## src/verilog/aps_pkg.sv

```systemverilog
// register map, field positions and reset values of the amplifier bank
package aps_pkg;
  localparam int APS_AW = 7;
  localparam int APS_DW = 8;
  // page holding this bank, page select at offset zero of every page
  localparam logic [7:0] APS_PAGE_AMP = 8'h01;
  localparam logic [6:0] APS_OFS_PAGE = 7'h00;
  localparam logic [6:0] APS_OFS_ERR = 7'h1e;
  localparam logic [6:0] APS_OFS_HP = 7'h1f;
  localparam logic [6:0] APS_OFS_SPK = 7'h20;
  localparam logic [7:0] APS_RST_PAGE = 8'h00;
  // amp_error_control fields
  localparam int APS_ERR_HP_INH = 1;
  localparam int APS_ERR_SPK_INH = 0;
  localparam logic [7:0] APS_RST_ERR = 8'h00;
  // headphone_driver_control fields
  localparam int APS_HP_PWR = 7;
  localparam int APS_HP_CM_HI = 4;
  localparam int APS_HP_CM_LO = 3;
  localparam int APS_HP_RESP = 1;
  localparam int APS_HP_FLAG = 0;
  localparam logic [7:0] APS_HP_RSV_MASK = 8'h64;
  localparam logic [7:0] APS_RST_HP = 8'h04;
  // speaker_amp_control fields
  localparam int APS_SPK_PWR = 7;
  localparam int APS_SPK_FLAG = 0;
  localparam logic [7:0] APS_SPK_RSV_MASK = 8'h7e;
  localparam logic [7:0] APS_RST_SPK = 8'h06;
  // common-mode codes: 1.35 V, 1.5 V, 1.65 V, 1.8 V
  typedef enum logic [1:0] {
    APS_CM_1V35, APS_CM_1V50, APS_CM_1V65, APS_CM_1V80
  } aps_cm_t;
endpackage

```

## src/verilog/aps_amp_regs.sv

```systemverilog
// paged control and status bank for headphone and speaker amplifiers
//
// Operation
// - uninhibited headphone short clears power bit if response bit is one.
// - speaker short clears both half power bits unless inhibit bit set.
// - headphone driver powered while its power bit is one, save during a short with response bit one; resets zero.
// - two-bit field selects headphone common mode 1.35/1.5/1.65/1.8 V.
// - response bit zero makes a headphone short limit load current.
// - response bit one makes a headphone short power the driver down.
// - read-only headphone flag shows live short detection.
// - speaker driver powered while its power bit is one; resets zero.
// - read-only live speaker short flag, meaningful only while powered.
// - page register at offset zero of every page picks the page.
`timescale 1ns/1ps
module aps_amp_regs (
  // clock and reset
  input wire logic mclk,
  input wire logic rst_b,
  // host control port, paged register access
  input wire logic wr_en,
  input wire logic rd_en,
  input wire logic [aps_pkg::APS_AW-1:0] addr,
  input wire logic [aps_pkg::APS_DW-1:0] wr_data,
  output logic [aps_pkg::APS_DW-1:0] rd_data,
  // short detectors from the analog drivers, asynchronous
  input wire logic hp_short_det,
  input wire logic spk_short_det,
  // analog controls
  output logic headphone_out_driver_en,
  output logic hp_current_limit,
  output aps_pkg::aps_cm_t hp_common_mode,
  output logic speaker_left_half_pwr,
  output logic speaker_right_half_pwr
);
  import aps_pkg::*;

  //////////////////////////////////////////////////////////////////////////
  // address decode, shared by the read and write paths
  function automatic logic amp_hit(input logic [7:0] page,
                                   input logic [6:0] a,
                                   input logic [6:0] ofs);
    amp_hit = (page == APS_PAGE_AMP) && (a == ofs);
  endfunction

  //////////////////////////////////////////////////////////////////////////
  // detector synchronisers
  logic hp_meta_r, hp_short_r;
  logic spk_meta_r, spk_short_r;

  // two stages each; only the second stage feeds logic
  always_ff @(posedge mclk or negedge rst_b) begin
    if (!rst_b) begin
      hp_meta_r <= 1'b0;
      hp_short_r <= 1'b0;
      spk_meta_r <= 1'b0;
      spk_short_r <= 1'b0;
    end else begin
      hp_meta_r <= hp_short_det;
      hp_short_r <= hp_meta_r;
      spk_meta_r <= spk_short_det;
      spk_short_r <= spk_meta_r;
    end
  end

  //////////////////////////////////////////////////////////////////////////
  // register state
  logic [7:0] page_r, page_nxt;
  logic [7:0] err_r, err_nxt;
  logic [7:0] hp_r, hp_nxt;
  logic [7:0] spk_r, spk_nxt;
  logic spk_l_r, spk_l_nxt;
  logic spk_r_r, spk_r_nxt;
  logic wr_page, wr_err, wr_hp, wr_spk;

  assign wr_page = wr_en && (addr == APS_OFS_PAGE);
  assign wr_err = wr_en && amp_hit(page_r, addr, APS_OFS_ERR);
  assign wr_hp = wr_en && amp_hit(page_r, addr, APS_OFS_HP);
  assign wr_spk = wr_en && amp_hit(page_r, addr, APS_OFS_SPK);

  // next register values; a detected short beats a same-cycle write
  always_comb begin
    page_nxt = page_r;
    err_nxt = err_r;
    hp_nxt = hp_r;
    spk_nxt = spk_r;
    spk_l_nxt = spk_l_r;
    spk_r_nxt = spk_r_r;
    if (wr_page) begin
      page_nxt = wr_data;
    end
    if (wr_err) begin
      err_nxt = wr_data;
    end
    if (wr_hp) begin
      hp_nxt = wr_data;
      hp_nxt[APS_HP_FLAG] = 1'b0;
    end
    if (wr_spk) begin
      spk_nxt = wr_data;
      spk_nxt[APS_SPK_FLAG] = 1'b0;
      spk_l_nxt = wr_data[APS_SPK_PWR];
      spk_r_nxt = wr_data[APS_SPK_PWR];
    end
    if (hp_short_r && !err_r[APS_ERR_HP_INH] && hp_r[APS_HP_RESP]) begin
      hp_nxt[APS_HP_PWR] = 1'b0;
    end
    if (spk_short_r && !err_r[APS_ERR_SPK_INH]) begin
      spk_l_nxt = 1'b0;
      spk_r_nxt = 1'b0;
    end
    spk_nxt[APS_SPK_PWR] = spk_l_nxt;
  end

  // register the bank
  always_ff @(posedge mclk or negedge rst_b) begin
    if (!rst_b) begin
      page_r <= APS_RST_PAGE;
      err_r <= APS_RST_ERR;
      hp_r <= APS_RST_HP;
      spk_r <= APS_RST_SPK;
      spk_l_r <= 1'b0;
      spk_r_r <= 1'b0;
    end else begin
      page_r <= page_nxt;
      err_r <= err_nxt;
      hp_r <= hp_nxt;
      spk_r <= spk_nxt;
      spk_l_r <= spk_l_nxt;
      spk_r_r <= spk_r_nxt;
    end
  end

  assign speaker_left_half_pwr = spk_l_r;
  assign speaker_right_half_pwr = spk_r_r;

  //////////////////////////////////////////////////////////////////////////
  // analog control outputs
  logic hp_en_nxt, hp_lim_nxt;
  aps_cm_t cm_nxt;

  // one cycle behind the bank; fine against analog reaction times
  always_comb begin
    hp_en_nxt = hp_r[APS_HP_PWR];
    hp_lim_nxt = 1'b0;
    if (hp_short_r && hp_r[APS_HP_RESP]) begin
      hp_en_nxt = 1'b0;
    end
    if (hp_short_r && !hp_r[APS_HP_RESP] && hp_r[APS_HP_PWR]) begin
      hp_lim_nxt = 1'b1;
    end
    cm_nxt = aps_cm_t'(hp_r[APS_HP_CM_HI:APS_HP_CM_LO]);
  end

  always_ff @(posedge mclk or negedge rst_b) begin
    if (!rst_b) begin
      headphone_out_driver_en <= 1'b0;
      hp_current_limit <= 1'b0;
      hp_common_mode <= APS_CM_1V35;
    end else begin
      headphone_out_driver_en <= hp_en_nxt;
      hp_current_limit <= hp_lim_nxt;
      hp_common_mode <= cm_nxt;
    end
  end

  //////////////////////////////////////////////////////////////////////////
  // read path; unmapped offsets read zero, data holds between reads
  logic [7:0] rd_nxt;

  always_comb begin
    rd_nxt = rd_data;
    if (rd_en) begin
      rd_nxt = 8'h00;
      if (addr == APS_OFS_PAGE) begin
        rd_nxt = page_r;
      end else if (amp_hit(page_r, addr, APS_OFS_ERR)) begin
        rd_nxt = err_r;
      end else if (amp_hit(page_r, addr, APS_OFS_HP)) begin
        rd_nxt = hp_r;
        rd_nxt[APS_HP_FLAG] = hp_short_r;
      end else if (amp_hit(page_r, addr, APS_OFS_SPK)) begin
        rd_nxt = spk_r;
        rd_nxt[APS_SPK_FLAG] = spk_short_r;
      end
    end
  end

  always_ff @(posedge mclk or negedge rst_b) begin
    if (!rst_b) begin
      rd_data <= 8'h00;
    end else begin
      rd_data <= rd_nxt;
    end
  end

  //////////////////////////////////////////////////////////////////////////
  // checks
  property p_hp_clear;
    @(posedge mclk) disable iff (!rst_b)
    hp_short_r && !err_r[APS_ERR_HP_INH] && hp_r[APS_HP_RESP]
      |=> !hp_r[APS_HP_PWR] ##1 !headphone_out_driver_en;
  endproperty
  a_hp_clear: assert property (p_hp_clear)
    else $error("headphone power bit not cleared on short");

  property p_spk_clear;
    @(posedge mclk) disable iff (!rst_b)
    spk_short_r && !err_r[APS_ERR_SPK_INH]
      |=> !speaker_left_half_pwr && !speaker_right_half_pwr;
  endproperty
  a_spk_clear: assert property (p_spk_clear)
    else $error("speaker halves not cleared on short");

  property p_spk_keep;
    @(posedge mclk) disable iff (!rst_b)
    spk_short_r && err_r[APS_ERR_SPK_INH] && !wr_spk
      |=> $stable(speaker_left_half_pwr) && $stable(speaker_right_half_pwr);
  endproperty
  a_spk_keep: assert property (p_spk_keep)
    else $error("inhibited speaker power bits changed");

  property p_hp_off;
    @(posedge mclk) disable iff (!rst_b)
    !hp_r[APS_HP_PWR] |=> !headphone_out_driver_en;
  endproperty
  a_hp_off: assert property (p_hp_off)
    else $error("headphone driver on with power bit low");

  property p_cm;
    @(posedge mclk) disable iff (!rst_b)
    wr_hp |=> ##1 hp_common_mode ==
      aps_cm_t'($past(wr_data[APS_HP_CM_HI:APS_HP_CM_LO], 2));
  endproperty
  a_cm: assert property (p_cm)
    else $error("common mode does not follow written field");

  property p_limit;
    @(posedge mclk) disable iff (!rst_b)
    hp_short_r && !hp_r[APS_HP_RESP] && hp_r[APS_HP_PWR]
      |=> hp_current_limit;
  endproperty
  a_limit: assert property (p_limit)
    else $error("current limit not applied on short");

  property p_pdown;
    @(posedge mclk) disable iff (!rst_b)
    hp_short_r && hp_r[APS_HP_RESP] |=> !headphone_out_driver_en;
  endproperty
  a_pdown: assert property (p_pdown)
    else $error("driver not powered down on short");

  property p_hp_flag;
    @(posedge mclk) disable iff (!rst_b)
    rd_en && amp_hit(page_r, addr, APS_OFS_HP)
      |=> rd_data[APS_HP_FLAG] == $past(hp_short_r);
  endproperty
  a_hp_flag: assert property (p_hp_flag)
    else $error("headphone flag reads wrong");

  property p_spk_on;
    @(posedge mclk) disable iff (!rst_b)
    wr_spk && wr_data[APS_SPK_PWR] && !spk_short_r |=> speaker_left_half_pwr;
  endproperty
  a_spk_on: assert property (p_spk_on)
    else $error("speaker not powered after write");

  property p_spk_flag;
    @(posedge mclk) disable iff (!rst_b)
    rd_en && amp_hit(page_r, addr, APS_OFS_SPK)
      |=> rd_data[APS_SPK_FLAG] == $past(spk_short_r);
  endproperty
  a_spk_flag: assert property (p_spk_flag)
    else $error("speaker flag reads wrong");

  property p_page;
    @(posedge mclk) disable iff (!rst_b)
    wr_page ##1 (rd_en && addr == APS_OFS_PAGE && !wr_page)
      |=> rd_data == $past(wr_data, 2);
  endproperty
  a_page: assert property (p_page)
    else $error("page register readback wrong");

  property p_flag_ro;
    @(posedge mclk) disable iff (!rst_b)
    wr_hp || wr_spk |=> !hp_r[APS_HP_FLAG] && !spk_r[APS_SPK_FLAG];
  endproperty
  a_flag_ro: assert property (p_flag_ro)
    else $error("flag bit took written value");
endmodule

```

## config.mk

```make
export PLATFORM = sky130hd
export DESIGN_NAME = aps_amp_regs
export DESIGN_NICKNAME = d
export VERILOG_FILES = /design/src/verilog/aps_pkg.sv /design/src/verilog/aps_amp_regs.sv
export SDC_FILE = /design/constraint.sdc
export NUM_CORES = 1
export LEC_CHECK = 0
export ABC_AREA = 1
export BUFFER_PORTS_ARGS = -buffer_cell sky130_fd_sc_hd__buf_4
export CAP_MARGIN = 20
export CORE_AREA = 2 2 98 100
export DETAILED_ROUTE_END_ITERATION = 16
export DIE_AREA = 0 0 100 102
export GPL_ROUTABILITY_DRIVEN = 1
export GPL_TIMING_DRIVEN = 0
export HOLD_SLACK_MARGIN = 0.02
export MAX_ROUTING_LAYER = met4
export PLACE_DENSITY_LB_ADDON = 0.15
export SLEW_MARGIN = 20
export SYNTH_ARGS = -nofsm -noshare
export SYNTH_HDL_FRONTEND = slang
export SYNTH_SLANG_ARGS = --single-unit
export TNS_END_PERCENT = 50
```

## constraint.sdc

```tcl
create_clock -name mclk -period 2.8 [get_ports mclk]
set_clock_uncertainty 0.1 [all_clocks]
set_input_delay 0.56 -clock mclk [delete_from_list [all_inputs] [get_ports mclk]]
set_output_delay 0.56 -clock mclk [all_outputs]
set_load 0.03 [all_outputs]
```

# --- Word-level counts from Yosys, hierarchy flattened ---
# Index checks and enable logic that the tools add are counted.
# W data, S select, Z words.
word_totals:
  ff_bits: 46
  input_bits: 21
  output_inout_bits: 14
  word_cells: 47
op_classes:
  n_eq_ne: 4
  mux: 10
  n_reduce_logical: 19
op_table:
  columns: ["cell", "count"]
  rows:
  - ["$mux W8", 5]
  - ["$eq A7 B5 Y1 const B", 2]
  - ["$logic_and A1 B1 Y1", 13]
  - ["$eq A8 B1 Y1 const B", 1]
  - ["$eq A7 B6 Y1 const B", 1]
  - ["$logic_not A7 Y1", 1]
  - ["$mux W1", 5]
  - ["$reduce_bool A2 Y1", 2]
  - ["$logic_not A1 Y1", 3]

# --- Logic depth before layout (Yosys ltp) ---
logic_depth:
  ltp_word: 6
  mapped_depth: 9

# --- Least setup slack after synthesis ---
# OpenSTA, ideal clock, no wires.
synth_path:
  kind: "input-to-reg"
  start: "input addr[2] (netlist name)"
  end: "register spk_r[5]"
  setup_ps: 121
  arrival_time_ps: 1315
  required_time_ps: 2579
  path_slack_ps: 1263
  path_stages: 7
  path_buffers: 1
  cell_sequence: "nor2_1 -> nand2_1 -> nor2_4 -> nand3_4 -> buf_6 -> nand2_1 -> o21ai_2"
synth_between:
  elab_chain_cells: 3
synth_rtl:
  columns: ["item", "line_no", "rtl"]
  rows:
  - ["from (decl)", "aps_amp_regs.sv:22", "input wire logic [aps_pkg::APS_AW-1:0] addr,"]
  - ["$eq A7 B6 Y1", "aps_amp_regs.sv:42", "amp_hit = (page == APS_PAGE_AMP) && (a == ofs);"]
  - ["$logic_and A1 B1 Y1", "aps_amp_regs.sv:42", null]
  - ["$logic_and A1 B1 Y1", "aps_amp_regs.sv:78", "assign wr_spk = wr_en && amp_hit(page_r, addr, APS_OFS_SPK);"]
  - ["to (signal assigned)", "aps_amp_regs.sv:127", "spk_r <= spk_nxt;"]
  - ["to (decl)", "aps_amp_regs.sv:70", "logic [7:0] spk_r, spk_nxt;"]
# No other way between the ends.
# A chain may end at the register's enable or synchronous reset.

# --- Worst setup path after layout ---
layout_path:
  start: "register spk_r_r, in the netlist speaker_right_half_pwr"
  end: "output speaker_right_half_pwr"
layout_rtl:
  columns: ["item", "line_no", "rtl"]
  rows:
  - ["from (decl)", "aps_amp_regs.sv:72", "logic spk_r_r, spk_r_nxt;"]
  - ["from (signal assigned)", "aps_amp_regs.sv:129", "spk_r_r <= spk_r_nxt;"]
  - ["to (decl)", "aps_amp_regs.sv:33", "output logic speaker_right_half_pwr"]
# No word-level cell between the ends.

==> impl_metrics.tcl <==
set metrics [dict create \
    grt_max_degree 47 \
    period_share_pct 60.0 \
    switchingPower_mw 0.320 \
    path_class "register to output pin" \
    vias 1630 \
    grt_pass1_wl_mm 9.00 \
    place_congestion 0.724 \
    via_per_inst 4.30 \
    avgRoutedWirePerCell_um 13.6 \
    synth_top_cell_by_area "dfrtp_1" \
    cts_sinks 46 \
    p_int_mw 0.982 \
    track_usage_pct 11.8 \
    cts_post_setup_buffers_inserted 0 \
    finish.net_count 288 \
    remaining_drc_errors 0 \
    peakVddDrop_mv 0.177 \
    cts_root_buf "clkbuf_8" \
    power.share.combinational_pct 8.9 \
    cts_max_path_buffers 2 \
    critPathMaxFanout 4 \
    start_util_pct 24.7 \
    hp-class "input pin to async pin" \
    fmax_mhz 596 \
    syn_to_final_growth_pct 22.0 \
    startpoint_type "register" \
    die_w_um 100 \
    cap_violations 0 \
    overflow 0 \
    p_per_area_nw_per_um2 474 \
    layout-drive-gt1-share_pct 35.8 \
    cts_resized 0 \
    rr_worst_depth 8 \
    synth.area.top_cells "dfrtp_1 48%, nand2_1 9.3%, o21ai_2 9.3%, nand3_1 7.1%, nand3_4 3.9%" \
    maxSlewViolCount 0 \
    io_buffers 33 \
    p_leak_nw 1.34 \
    cts_made_buffers 5 \
    setup_viol 0 \
    tns_ns 0 \
    place_hpwl_mm 3.94 \
    worst-endpoint-required_ns 2.14 \
    finalCriticalPeriod_ns 1.68 \
    grt_pass1_vias 1784 \
    syn_area_sq_um 2250 \
    synth_top_area_share_pct 47.8 \
    die-area_sq_um 10200 \
    core_sq_um 9110 \
    layout_commonest_cell "nand2_1" \
    holdWs_ns 0.164 \
    ys_types 23 \
    clkPwrFrac_pct 38.0 \
    status "finished, final reports clean" \
    drt_iter0_markers 73 \
    rows 35 \
    antenna_found_initial 0 \
    slew_headroom_pct 59.3 \
    crit_end "speaker_right_half_pwr" \
    syn-num-nets 248 \
    reg2reg_to "rd_data[3]" \
    synthCells 227 \
    crit_start "speaker_right_half_pwr" \
    cp.arrival_ns 1.02 \
    rrSetupSlack_ns 1.22 \
    h-tree-depth 2 \
    syn_avg_cell_area_sq_um 9.91 \
    switching_share_pct 24.6 \
    yosys_warnings 0 \
    drt_pass1_iterations 4 \
    cp-end-kind "output pin" \
    ant_nets 0 \
    rsz0062_at_grt "no" \
    final_hold_viol_count 0 \
    cts.clk_slew.worst_paths_ns 0.09 \
    cts_hold_buf 0 \
    cts_tree "built" \
    n_antenna_cell 0 \
    seq_power_share_pct 53.0 \
    num_io_pins 35 \
    chipHeight_um 102 \
    seq_area_frac_synth_pct 51.3 \
    clock_latency_ns 0.30 \
    ys_ff_latch 46 \
    total_power_mw 1.30 \
    worst_slew_pin_slew_ns 0.611 \
    timing.rr.start "page_r[7]" \
    final_cell_mix "56 x nand2_1, 43 x dfrtp_1, 34 x buf_4" \
    routed_wl_mm 5.15 \
]
-- critical path: stages (launching register included) --
cell and delay [ns]:
dfrtp_1 0.42, buf_4 0.14, buf_4 0.15
-- area by class of cell --
cell class / instances / area (sq um)
Fill cell: 995 / 6360
Sequential cell: 46 / 1150
Multi-Input combinational cell: 155 / 947
Timing Repair Buffer: 33 / 248
Tap cell: 111 / 139
Buffer: 8 / 80.1
Clock buffer: 5 / 68.8
Inverter: 18 / 67.6
Clock inverter: 3 / 40.0
-- metrics by stage --
stage / util, % / std cells / instance area, sq um / setup slack (ns)
finish: 30.1 / 379 / 2750 / 1.12
global placement: 28.9 / 371 / 2640 / 0.975
detailed placement: 28.9 / 371 / 2640 / 0.963
global route: 30.1 / 379 / 2750 / 1.04
CTS: 30.1 / 379 / 2750 / 1.10
floorplan: - / 227 / 2250 / 1.26
-- flip-flops by register name, summed over array words and instances (netlist names) --
| name | cells |
|---|---|
| err_r | 8 |
| page_r | 8 |
| rd_data | 8 |
| hp_r | 7 |
| spk_r | 6 |
| hp_common_mode | 2 |
| headphone_out_driver_en | 1 |
| hp_current_limit | 1 |
| hp_meta_r | 1 |
| hp_short_r | 1 |
| speaker_right_half_pwr | 1 |
| spk_meta_r | 1 |
| spk_short_r | 1 |
-- power groups by stage --
stage,logic (mW),registers [mW],clock network (mW)
floorplan,0.0635,0.701,0
global placement,0.119,0.703,0
detailed placement,0.120,0.703,0
CTS,0.120,0.690,0.517
global route,0.132,0.693,0.541
finish,0.116,0.690,0.495
-- routing by layer --
metal	part of all wire (%)	wire length [um]	GRT usage (%)	vias to the layer above
li1	-	-	-	835
met1	45	2340	14.4	760
met2	50	2550	19.9	30
met3	4.0	206	2.05	5
met4	0.99	51	3.79	0
met5	0	0	-	-
-- how the worst min path moves through the flow --
stage | endpoint
final | rd_data[6]
after global routing | rd_data[5]
after CTS | spk_meta_r
after detailed placement | hp_short_r
after global placement | hp_short_r
after floorplan | err_r[0]
-- cell usage after synthesis --
library cell	instances
dfstp_2	3
nor2_4	1
nor2_8	3
nand3_1	32
o21ai_2	24
inv_2	1
dfrtp_1	43
inv_1	17
nand4_1	8
o22ai_1	1
nand3_2	2
a21boi_0	1
nand3_4	5
nand3b_1	1
nand2_1	56
nor3_4	1
nand2_2	6
buf_6	6
buf_4	1
o21ai_1	4
nor2_1	9
a21oi_2	1
buf_2	1
-- cells by family after synthesis --
family	share of synthesized area (%)
simple gates	30.9
flops	51.3
compound gates	11.2
buf+inv	6.56
Note: power is estimated with default switching activity, not from simulation.
